### src/rtl/eer_pkg.sv
// Constants and types for the exception entry and return controller.
// Assumes a single core clock; used by rtl/eer_ctrl.sv and the testbench.
//
// Behaviour
// - Table base resets to zero; privileged writes relocate it up to the top.
// - Base aligned to 32 words, or table size rounded to power of two.
// - Lower priority value is more urgent and wins arbitration.
// - Reset, NMI, hard fault fixed negative; others 0-255, default 0.
// - Equal priority: smallest exception number wins.
// - Equal priority to running handler never preempts; stays pending.
// - Priority splits into group and subpriority; only group preempts.
// - Equal group: order by subpriority, then smallest number.
// - Pending qualifying exception at handler end tail-chains, no unstack.
// - Higher arrival during stacking retargets vector fetch, stacking goes on.
// - Entry only in thread mode or when outranking current handler.
// - Exception not beating the mask limit stays pending.
// - Entry pushes eight words; float in use reserves a 104-byte frame but pushes no float words.
// - Stack pointer ends at lowest frame address, 8-byte aligned.
// - Frame holds next instruction address, reloaded on return.
// - Vector fetched during stacking; handler starts after stacking.
// - Link register gets return code naming stack and prior mode.
// - Taken exception goes pending to active; late-arrival leaves earlier pending.
// - Return recognised on pop, load to counter, or branch-exchange in handler.
// - Valid return codes have bits 31 to 5 set.
// - Codes F1, F9, FD, E1, E9, ED select mode, stack and float restore.
// - Fixed priorities -3, -2, -1 with vectors at 0x4, 0x8, 0xC.

package eer_pkg;

  localparam int unsigned NUM_EXC = 32;
  localparam int unsigned EXC_W = 5;
  localparam int unsigned PRI_W = 10;

  // Internal priority: configured value biased by 4 so fixed ones sit below
  localparam logic [9:0] PRI_BIAS = 10'h004;
  localparam logic [9:0] PRI_RESET = 10'h001;
  localparam logic [9:0] PRI_NMI = 10'h002;
  localparam logic [9:0] PRI_HARD = 10'h003;
  localparam logic [9:0] PRI_IDLE = 10'h3FF;

  localparam logic [4:0] EXC_RESET = 5'h01;
  localparam logic [4:0] EXC_NMI = 5'h02;
  localparam logic [4:0] EXC_HARD = 5'h03;

  localparam logic [31:0] TBASE_RESET = 32'h0000_0000;
  localparam logic [31:0] TBASE_TOP = 32'hFFFF_FF80;
  localparam logic [31:0] FRAME_BYTES = 32'h0000_0020;
  localparam logic [31:0] FP_FRAME_BYTES = 32'h0000_0068;
  localparam logic [31:0] ALIGN8_MASK = 32'hFFFF_FFF8;
  localparam logic [31:0] WORD_BYTES = 32'h0000_0004;
  localparam logic [3:0] BASIC_WORDS = 4'h8;
  // Cycles from a vector retarget until the fetched word reaches the output
  localparam logic [1:0] VEC_WAIT = 2'h3;

  localparam logic [26:0] RET_PREFIX = 27'h7FF_FFFF;
  localparam logic [31:0] RET_HND_MAIN = 32'hFFFF_FFF1;
  localparam logic [31:0] RET_THR_MAIN = 32'hFFFF_FFF9;
  localparam logic [31:0] RET_THR_PROC = 32'hFFFF_FFFD;
  localparam logic [31:0] RET_HND_MAIN_FP = 32'hFFFF_FFE1;
  localparam logic [31:0] RET_THR_MAIN_FP = 32'hFFFF_FFE9;
  localparam logic [31:0] RET_THR_PROC_FP = 32'hFFFF_FFED;

  localparam logic [2:0] REG_TBASE = 3'h0;
  localparam logic [2:0] REG_GROUP = 3'h1;
  localparam logic [2:0] REG_MASK = 3'h2;
  localparam logic [2:0] REG_PRI = 3'h3;
  localparam logic [2:0] REG_STATE = 3'h4;
  localparam logic [2:0] REG_CFG = 3'h5;

  typedef enum logic [2:0] {
    ST_RUN, ST_STACK, ST_START, ST_UNSTACK
  } eer_state_e;

endpackage

### src/rtl/eer_ctrl.sv
// Exception sequencer: arbitration, stacking, vector fetch, return decode.
// Assumes requests and pipeline strobes are synchronous to i_ref_clk and
// the memory port accepts one word per cycle with no wait.

`timescale 1ns/1ps

module eer_ctrl #(
  parameter int unsigned TABLE_ALIGN_LOG2 = 7 // Bytes; 128 = 32 words
) (
  input wire logic i_ref_clk, // Core clock
  input wire logic i_rst_n, // Sync reset, active low
  input wire logic [31:0] i_irq, // Pending requests per exception number
  input wire logic i_priv, // Current access is privileged
  input wire logic i_fp_active, // Float state in use
  input wire logic i_use_psp, // Thread mode runs on process stack
  input wire logic [31:0] i_main_stack_ptr, // Main stack pointer
  input wire logic [31:0] i_process_stack_ptr, // Process stack pointer
  input wire logic [31:0] i_next_pc, // Next instruction address
  input wire logic [31:0] i_frame_word, // Other frame words from core
  input wire logic [31:0] i_vec_rdata, // Vector read data
  input wire logic i_first_exec, // Handler first insn in execute
  input wire logic i_pc_load, // Pop, load or branch-exchange to counter
  input wire logic [31:0] i_pc_value, // Value being loaded to counter
  input wire logic [2:0] i_reg_addr, // Register index
  input wire logic [31:0] i_reg_wdata, // Register write data
  input wire logic i_reg_wr, // Register write strobe
  input wire logic i_reg_rd, // Register read strobe
  output logic [31:0] o_reg_rdata, // Read data, cycle after strobe
  output logic o_handler_mode, // Core in handler mode
  output logic o_stk_wr, // Frame word write strobe
  output logic [31:0] o_stk_addr, // Frame word address
  output logic [31:0] o_stk_wdata, // Frame word data
  output logic o_vec_rd, // Vector read strobe
  output logic [31:0] o_vec_addr, // Vector address
  output logic o_sp_load, // Load new stack pointer
  output logic o_sp_is_psp, // Stack pointer written is process one
  output logic [31:0] o_sp_value, // New stack pointer
  output logic o_start, // Start handler
  output logic [31:0] o_handler_addr, // Handler start address
  output logic [31:0] o_link_reg, // Exception return code
  output logic o_unstack, // Restore frame pulse
  output logic o_ret_fp, // Restore includes float state
  output logic o_ret_psp, // Restore from process stack
  output logic o_ret_thread // Return lands in thread mode
);

  // ------------------------------------------------------------------
  // Registers
  // ------------------------------------------------------------------
  logic [31:0] vector_base_offset_reg;
  logic [2:0] prigroup;
  logic [7:0] mask_level;
  logic mask_en;
  logic [7:0] pri_cfg [eer_pkg::NUM_EXC];
  logic [31:0] pend;
  logic [31:0] act;
  logic [eer_pkg::PRI_W-1:0] act_pri [eer_pkg::NUM_EXC];
  eer_pkg::eer_state_e state;
  logic [4:0] cur_exc;
  logic [4:0] tgt_exc;
  logic [3:0] word_cnt;
  logic [31:0] frame_base;
  logic fp_frame;
  logic psp_frame;
  logic from_thread;
  logic [31:0] vec_data;
  logic [1:0] vec_wait;

  localparam logic [31:0] ALIGN_MASK =
    ~((32'h0000_0001 << TABLE_ALIGN_LOG2) - 32'h0000_0001);

  // Group part of a configured priority; subpriority bits are cleared
  function automatic logic [7:0] group_of(input logic [7:0] p,
                                          input logic [2:0] g);
    logic [7:0] m;
    // Widened so a split of seven does not wrap the shift to zero
    m = 8'hFF << (4'(g) + 4'h1);
    return p & m;
  endfunction

  function automatic logic [eer_pkg::PRI_W-1:0] exc_pri(
      input logic [4:0] n, input logic [7:0] p, input logic grp,
      input logic [2:0] g);
    logic [7:0] v;
    v = grp ? group_of(p, g) : p;
    if (n == eer_pkg::EXC_RESET) begin
      return eer_pkg::PRI_RESET;
    end else if (n == eer_pkg::EXC_NMI) begin
      return eer_pkg::PRI_NMI;
    end else if (n == eer_pkg::EXC_HARD) begin
      return eer_pkg::PRI_HARD;
    end
    return {2'b00, v} + eer_pkg::PRI_BIAS;
  endfunction

  // ------------------------------------------------------------------
  // Arbitration
  // ------------------------------------------------------------------
  logic [4:0] best_exc;
  logic [eer_pkg::PRI_W-1:0] best_pri;
  logic best_valid;
  logic [eer_pkg::PRI_W-1:0] run_pri;
  logic [eer_pkg::PRI_W-1:0] mask_pri;
  logic [eer_pkg::PRI_W-1:0] best_grp;
  logic can_take;
  logic is_return;

  always_comb begin
    logic [eer_pkg::PRI_W-1:0] full;
    best_exc = '0;
    best_pri = eer_pkg::PRI_IDLE;
    best_valid = 1'b0;
    full = '0;
    // Ascending scan with strict compare keeps the lowest number on ties
    for (int i = 1; i < eer_pkg::NUM_EXC; i++) begin
      full = exc_pri(5'(i), pri_cfg[i], 1'b0, prigroup);
      if (pend[i] && !act[i] && full < best_pri) begin
        best_pri = full;
        best_exc = 5'(i);
        best_valid = 1'b1;
      end
    end
  end

  always_comb begin
    run_pri = eer_pkg::PRI_IDLE;
    for (int i = 1; i < eer_pkg::NUM_EXC; i++) begin
      // The returning handler no longer counts, so tail chains can qualify
      if (act[i] && !(is_return && 5'(i) == cur_exc) &&
          act_pri[i] < run_pri) begin
        run_pri = act_pri[i];
      end
    end
  end

  assign best_grp = exc_pri(best_exc, pri_cfg[best_exc], 1'b1, prigroup);
  assign mask_pri = mask_en ?
    ({2'b00, group_of(mask_level, prigroup)} + eer_pkg::PRI_BIAS) :
    eer_pkg::PRI_IDLE;
  // Only the group field may preempt; equal group never does
  assign can_take = best_valid && (best_grp < mask_pri) &&
                    (best_grp < run_pri);

  assign o_handler_mode = |act;

  // ------------------------------------------------------------------
  // Register port
  // ------------------------------------------------------------------
  always_ff @(posedge i_ref_clk) begin
    if (!i_rst_n) begin
      vector_base_offset_reg <= eer_pkg::TBASE_RESET;
      prigroup <= '0;
      mask_level <= '0;
      mask_en <= 1'b0;
    end else if (i_reg_wr && i_priv) begin
      unique case (i_reg_addr)
        eer_pkg::REG_TBASE:
          vector_base_offset_reg <= i_reg_wdata & ALIGN_MASK &
                                    eer_pkg::TBASE_TOP;
        eer_pkg::REG_GROUP: prigroup <= i_reg_wdata[2:0];
        eer_pkg::REG_MASK: begin
          mask_level <= i_reg_wdata[7:0];
          mask_en <= i_reg_wdata[8];
        end
        default: ;
      endcase
    end
  end

  // Priority write: data[4:0] exception number, data[15:8] value
  always_ff @(posedge i_ref_clk) begin
    if (!i_rst_n) begin
      for (int i = 0; i < eer_pkg::NUM_EXC; i++) begin
        pri_cfg[i] <= '0;
      end
    end else if (i_reg_wr && i_priv && i_reg_addr == eer_pkg::REG_PRI) begin
      pri_cfg[i_reg_wdata[4:0]] <= i_reg_wdata[15:8];
    end
  end

  always_ff @(posedge i_ref_clk) begin
    if (!i_rst_n) begin
      o_reg_rdata <= '0;
    end else if (i_reg_rd) begin
      unique case (i_reg_addr)
        eer_pkg::REG_TBASE: o_reg_rdata <= vector_base_offset_reg;
        eer_pkg::REG_GROUP: o_reg_rdata <= {29'h0, prigroup};
        eer_pkg::REG_MASK: o_reg_rdata <= {23'h0, mask_en, mask_level};
        eer_pkg::REG_STATE: o_reg_rdata <= {act[15:0], pend[15:0]};
        eer_pkg::REG_CFG: o_reg_rdata <= {22'h0, 1'b1, 9'h0};
        default: o_reg_rdata <= '0;
      endcase
    end else begin
      o_reg_rdata <= '0;
    end
  end

  // ------------------------------------------------------------------
  // Sequencer
  // ------------------------------------------------------------------
  logic [31:0] cur_sp;
  logic [31:0] frame_size;
  logic [31:0] new_sp;
  logic late;

  assign cur_sp = (!o_handler_mode && i_use_psp) ? i_process_stack_ptr :
                  i_main_stack_ptr;
  assign frame_size = i_fp_active ? eer_pkg::FP_FRAME_BYTES :
                      eer_pkg::FRAME_BYTES;
  assign new_sp = (cur_sp - frame_size) & eer_pkg::ALIGN8_MASK;
  assign is_return = o_handler_mode && i_pc_load &&
                     i_pc_value[31:5] == eer_pkg::RET_PREFIX;
  assign late = (state == eer_pkg::ST_STACK ||
                 state == eer_pkg::ST_START) &&
                best_valid && best_grp < exc_pri(tgt_exc,
                  pri_cfg[tgt_exc], 1'b1, prigroup) &&
                best_grp < mask_pri;

  always_ff @(posedge i_ref_clk) begin
    if (!i_rst_n) begin
      state <= eer_pkg::ST_RUN;
      tgt_exc <= '0;
      cur_exc <= '0;
      word_cnt <= '0;
      frame_base <= '0;
      fp_frame <= 1'b0;
      psp_frame <= 1'b0;
      from_thread <= 1'b0;
      vec_wait <= '0;
    end else begin
      unique case (state)
        eer_pkg::ST_RUN: begin
          if (is_return && can_take) begin
            tgt_exc <= best_exc;
            vec_wait <= eer_pkg::VEC_WAIT;
            state <= eer_pkg::ST_START;
          end else if (is_return) begin
            state <= eer_pkg::ST_UNSTACK;
          end else if (can_take) begin
            tgt_exc <= best_exc;
            vec_wait <= '0;
            word_cnt <= '0;
            frame_base <= new_sp;
            fp_frame <= i_fp_active;
            psp_frame <= !o_handler_mode && i_use_psp;
            from_thread <= !o_handler_mode;
            state <= eer_pkg::ST_STACK;
          end
        end
        eer_pkg::ST_STACK: begin
          if (late) begin
            tgt_exc <= best_exc;
            vec_wait <= eer_pkg::VEC_WAIT;
          end
          word_cnt <= word_cnt + 4'h1;
          if (word_cnt == eer_pkg::BASIC_WORDS - 4'h1) begin
            state <= eer_pkg::ST_START;
          end
        end
        eer_pkg::ST_START: begin
          if (late && !i_first_exec) begin
            tgt_exc <= best_exc;
            vec_wait <= eer_pkg::VEC_WAIT;
          end else if (i_first_exec) begin
            cur_exc <= tgt_exc;
            state <= eer_pkg::ST_RUN;
          end else if (vec_wait != 2'h0) begin
            vec_wait <= vec_wait - 2'h1;
          end
        end
        eer_pkg::ST_UNSTACK: state <= eer_pkg::ST_RUN;
        default: state <= eer_pkg::ST_RUN;
      endcase
    end
  end

  // Pending and active; a new request wins over the clear on entry
  always_ff @(posedge i_ref_clk) begin
    if (!i_rst_n) begin
      pend <= '0;
      act <= '0;
      for (int i = 0; i < eer_pkg::NUM_EXC; i++) begin
        act_pri[i] <= eer_pkg::PRI_IDLE;
      end
    end else begin
      if (state == eer_pkg::ST_START && i_first_exec) begin
        pend[tgt_exc] <= 1'b0;
        act[tgt_exc] <= 1'b1;
        act_pri[tgt_exc] <= exc_pri(tgt_exc, pri_cfg[tgt_exc], 1'b1,
                                    prigroup);
      end
      if (is_return && state == eer_pkg::ST_RUN) begin
        act[cur_exc] <= 1'b0;
        act_pri[cur_exc] <= eer_pkg::PRI_IDLE;
      end
      for (int i = 1; i < eer_pkg::NUM_EXC; i++) begin
        if (i_irq[i]) begin
          pend[i] <= 1'b1;
        end
      end
    end
  end

  // ------------------------------------------------------------------
  // Memory side outputs
  // ------------------------------------------------------------------
  always_ff @(posedge i_ref_clk) begin
    if (!i_rst_n) begin
      o_stk_wr <= 1'b0;
      o_stk_addr <= '0;
      o_stk_wdata <= '0;
      o_vec_rd <= 1'b0;
      o_vec_addr <= '0;
      vec_data <= '0;
    end else begin
      o_stk_wr <= state == eer_pkg::ST_STACK;
      o_stk_addr <= frame_base + {26'h0, word_cnt, 2'b00};
      // Word six of the frame is the resume address
      o_stk_wdata <= (word_cnt == 4'h6) ? i_next_pc :
                     i_frame_word;
      // Fetch repeats each cycle so a late retarget reads the new slot
      // Start phase fetches too, for tail chains and late retargets
      o_vec_rd <= state == eer_pkg::ST_STACK ||
                  state == eer_pkg::ST_START;
      o_vec_addr <= vector_base_offset_reg +
                    ({27'h0, tgt_exc} * eer_pkg::WORD_BYTES);
      if (o_vec_rd) begin
        vec_data <= i_vec_rdata;
      end
    end
  end

  always_ff @(posedge i_ref_clk) begin
    if (!i_rst_n) begin
      o_sp_load <= 1'b0;
      o_sp_is_psp <= 1'b0;
      o_sp_value <= '0;
      o_start <= 1'b0;
      o_handler_addr <= '0;
      o_link_reg <= eer_pkg::RET_THR_MAIN;
      o_unstack <= 1'b0;
      o_ret_fp <= 1'b0;
      o_ret_psp <= 1'b0;
      o_ret_thread <= 1'b0;
    end else begin
      o_sp_load <= state == eer_pkg::ST_STACK &&
                   word_cnt == eer_pkg::BASIC_WORDS - 4'h1;
      o_sp_is_psp <= psp_frame;
      o_sp_value <= frame_base;
      o_start <= state == eer_pkg::ST_START && !late &&
                 vec_wait == 2'h0;
      o_handler_addr <= vec_data;
      if (state == eer_pkg::ST_START) begin
        o_link_reg <= !from_thread ?
          (fp_frame ? eer_pkg::RET_HND_MAIN_FP : eer_pkg::RET_HND_MAIN) :
          psp_frame ?
          (fp_frame ? eer_pkg::RET_THR_PROC_FP : eer_pkg::RET_THR_PROC) :
          (fp_frame ? eer_pkg::RET_THR_MAIN_FP :
                      eer_pkg::RET_THR_MAIN);
      end
      o_unstack <= is_return && !can_take && state == eer_pkg::ST_RUN;
      o_ret_fp <= !i_pc_value[4];
      o_ret_psp <= i_pc_value[2];
      o_ret_thread <= i_pc_value[3];
    end
  end

endmodule

### config.mk
export PLATFORM = sky130hd
export DESIGN_NAME = eer_ctrl
export DESIGN_NICKNAME = d
export VERILOG_FILES = /design/src/rtl/eer_pkg.sv /design/src/rtl/eer_ctrl.sv
export SDC_FILE = /design/constraint.sdc
export NUM_CORES = 2
export LEC_CHECK = 0
export BUFFER_PORTS_ARGS = -buffer_cell sky130_fd_sc_hd__buf_4
export CORE_UTILIZATION = 60
export CTS_CLUSTER_DIAMETER = 200
export DETAILED_ROUTE_END_ITERATION = 7
export PLACE_DENSITY = 0.8
export RECOVER_POWER = 25
export SLEW_MARGIN = 20
export SYNTH_ARGS = -nofsm -noshare
export SYNTH_HDL_FRONTEND = slang
export SYNTH_SLANG_ARGS = --single-unit
### constraint.sdc
create_clock -name i_ref_clk -period 144.8 [get_ports i_ref_clk]
set_input_delay 28.96 -clock i_ref_clk [delete_from_list [all_inputs] [get_ports i_ref_clk]]
set_output_delay 28.96 -clock i_ref_clk [all_outputs]
set_load 0.01 [all_outputs]
==> flow_summary.json <==
{
  "yosysTopAreaCell": "edfxtp_1",
  "yosysTopAreaCellShare": 0.261,
  "antenna_found_initial": 7,
  "viasPerCell": 6.40,
  "reg_top3": "act_pri (310), pri_cfg (256)",
  "crit_top_cell": "o21ai_0",
  "cts_resized": 0,
  "cp_max_fo": 22,
  "dpl.hpwl_um": 163000,
  "synth.top_cells.by_area": "edfxtp_1 26%, dfxtp_1 12%, ha_1 9.8%, nand2_1 5.5%, and2_1 3.8%",
  "yosysWarnings": 0,
  "syn2layout_area_growth_pct": 11.3,
  "die_y_um": 331,
  "maxSlewViolCount": 305,
  "vias": 58200,
  "syn-cell-area_um2": 65000,
  "status": "finished, violations left",
  "finalHoldViolCount": 0,
  "top_register": "act_pri",
  "syn_avg_cell_area_um2": 8.97,
  "drt-pass1-iter-count": 8,
  "synth-main-ff-cell": "edfxtp_1",
  "cts_setup_buffers": 0,
  "p_leak_nw": 29.2,
  "wl_um": 217000,
  "maxCapViolCount": 7,
  "path_clk_slew_ns": 0.06,
  "ys_seq_area_frac": 0.380,
  "drt_iter0_markers": 6837,
  "synth_edf_count": 566,
  "drive_above_1_share": 0.111,
  "cp.arrival_ns": 103.76,
  "regArea_um2": 24700,
  "die_width_um": 331,
  "crit_required_ns": 145.40,
  "first_global_vias": 55200,
  "ir_worst_vdd_mv": 0.0590,
  "cts_tree": "done",
  "row_count": 120,
  "n_fill_cell": 8729,
  "grt_pass1_wl_um": 326000,
  "period_needed_ns": 103.16,
  "cts_root_buf": "clkbuf_16",
  "worst_hold_slack_ns": 0.460,
  "finalWeightedCongestion": 1.02,
  "synthTopCellsByCount": "954 x nand2_1, 620 x nor2_1, 566 x edfxtp_1",
  "fin_skew_ns": 0.0412,
  "slowest_delay_ns": 0.87,
  "grt_usage": 0.384,
  "fmax_ghz": 0.00969,
  "min_path_type": "reg -> reg",
  "largest_reg_flops": 310,
  "cp-end-kind": "flop",
  "ys_seq_elements": 951,
  "ys_types": 123,
  "post_drt_wl_per_cell_um": 23.9,
  "fin_nets": 8369,
  "start_util": 0.607,
  "p_per_area_nw_per_um2": 24.6,
  "relSlewSlack": -1.39,
  "postCtsHoldBufs": 0,
  "worstMarginPinSlew_ns": 3.59,
  "cts-buffers-inserted": 102,
  "grt_overflow_total": 0,
  "grt_max_degree": 88,
  "cp-start-kind": "input port",
  "timing_worst_setup_path_type": "in -> reg",
  "async_reset_ff_frac": 0,
  "clk_latency_ns": 0.73,
  "core_um2": 107000,
  "io_pins": 502,
  "setup_violations": 0,
  "fin_crit_sh": 0.712,
  "fin_ws_ns": 41.64,
  "drc": 0,
  "htreeDepth": 3,
  "cts_buffer_depth": 3,
  "die-area_um2": 110000,
  "multi_input_area_um2": 37400,
  "violations": "capacitance limit, slew limit",
  "synth_most_common_cell": "nand2_1",
  "port_buffers": 456,
  "ant_nets": 0,
  "dpl_worst_slack_ns": 41.95,
  "postSynthCellCount": 7247,
  "cts_sinks": 951,
  "final.setup.tns_ns": 0,
  "rsz0062_at_grt": "false",
  "critPathSlowestCell": "nor3_1"
}
## stage by stage
stage	area, µm²	power (W)	std cells	util
global route	72400	0.00186	9084	0.675
detailed placement	69700	0.00146	8892	0.650
floorplan	65200	0.00109	7285	-
finish	72400	0.00178	9088	0.675
global placement	69700	0.00144	8892	0.650
CTS	73000	0.00173	9083	0.681
## final timing paths
path | from | end | slack, ns | cells past startpoint
worst max register to register | act[24] | flop | 69.51 | 315
worst min-delay path | vec_data[2] | o_handler_addr[2] | 0.46 | 1
worst min register to register | vec_data[2] | o_handler_addr[2] | 0.46 | 1
worst max-delay path | i_pc_value[31] | flop | 41.64 | 316
## power breakdown
| group | total, W | internal, W | switching [W] |
|---|---|---|---|
| clock | 0.000266 | 0.000152 | 0.000114 |
| sequential | 0.000328 | 0.000304 | 0.0000245 |
| combinational | 0.00118 | 0.000409 | 0.000776 |
| total | 0.00178 | 0.000864 | 0.000915 |
## routing by layer
layer	routed length, µm	vias up	track usage
li1	-	26700	-
met5	13	-	0
met4	13500	2	0.211
met3	25200	651	0.0880
met1	83400	27500	0.493
met2	95200	3363	0.601
## layout by cell type, fill, tap and decap left out, drive strengths merged, types with 40 or more instances in the layout
| master | count |
|---|---|
| nand2b | 68 |
| buf | 372 |
| xnor2 | 81 |
| o22ai | 43 |
| conb | 40 |
| o21a | 60 |
| clkbuf | 336 |
| mux4 | 80 |
| a21o | 140 |
| nor3 | 70 |
| nor2b | 80 |
| a31oi | 71 |
| a22oi | 40 |
| ha | 507 |
| inv | 435 |
| a211oi | 55 |
| or2 | 62 |
| edfxtp | 566 |
| and3 | 95 |
| o211ai | 48 |
| or3 | 40 |
| mux2i | 196 |
| nand4 | 62 |
| dfxtp | 385 |
| nand2 | 954 |
| xor2 | 104 |
| a221oi | 43 |
| nor2 | 621 |
| and2 | 397 |
| a21oi | 444 |
| o21ai | 437 |
| mux2 | 98 |
| nand3 | 200 |
## cell type report
class                           count  area share
Multi-Input combinational cell   5546       0.517
Sequential cell                   951       0.341
Timing Repair Buffer              559      0.0483
Clock buffer                      149      0.0405
Tap cell                         1403      0.0243
Inverter                          433      0.0225
Clock inverter                     42     0.00619
Antenna cell                        5    0.000173
## worst max-delay path: cells and delay by family
| family | cells | cell delay, ns |
|---|---|---|
| buffers and inverters | 26 | 3.27 |
| AND/OR/NAND/NOR | 90 | 19.11 |
| adder cells (fa/ha/maj) | 35 | 10.61 |
| multiplexers | 6 | 2.07 |
| AO/OA/AOI/OAI | 159 | 39.52 |
## logic make-up after synthesis
logic type / share of synthesized area
AOI/OAI and AO/OA: 0.168
other: 0.000115
buffers and inverters: 0.0489
xor gates and xnor gates: 0.0249
and+or+nand+nor: 0.203
DFF: 0.380
adders and majority gates: 0.0994
muxes: 0.0753
No activity file was read; power rests on OpenSTA's default activity.
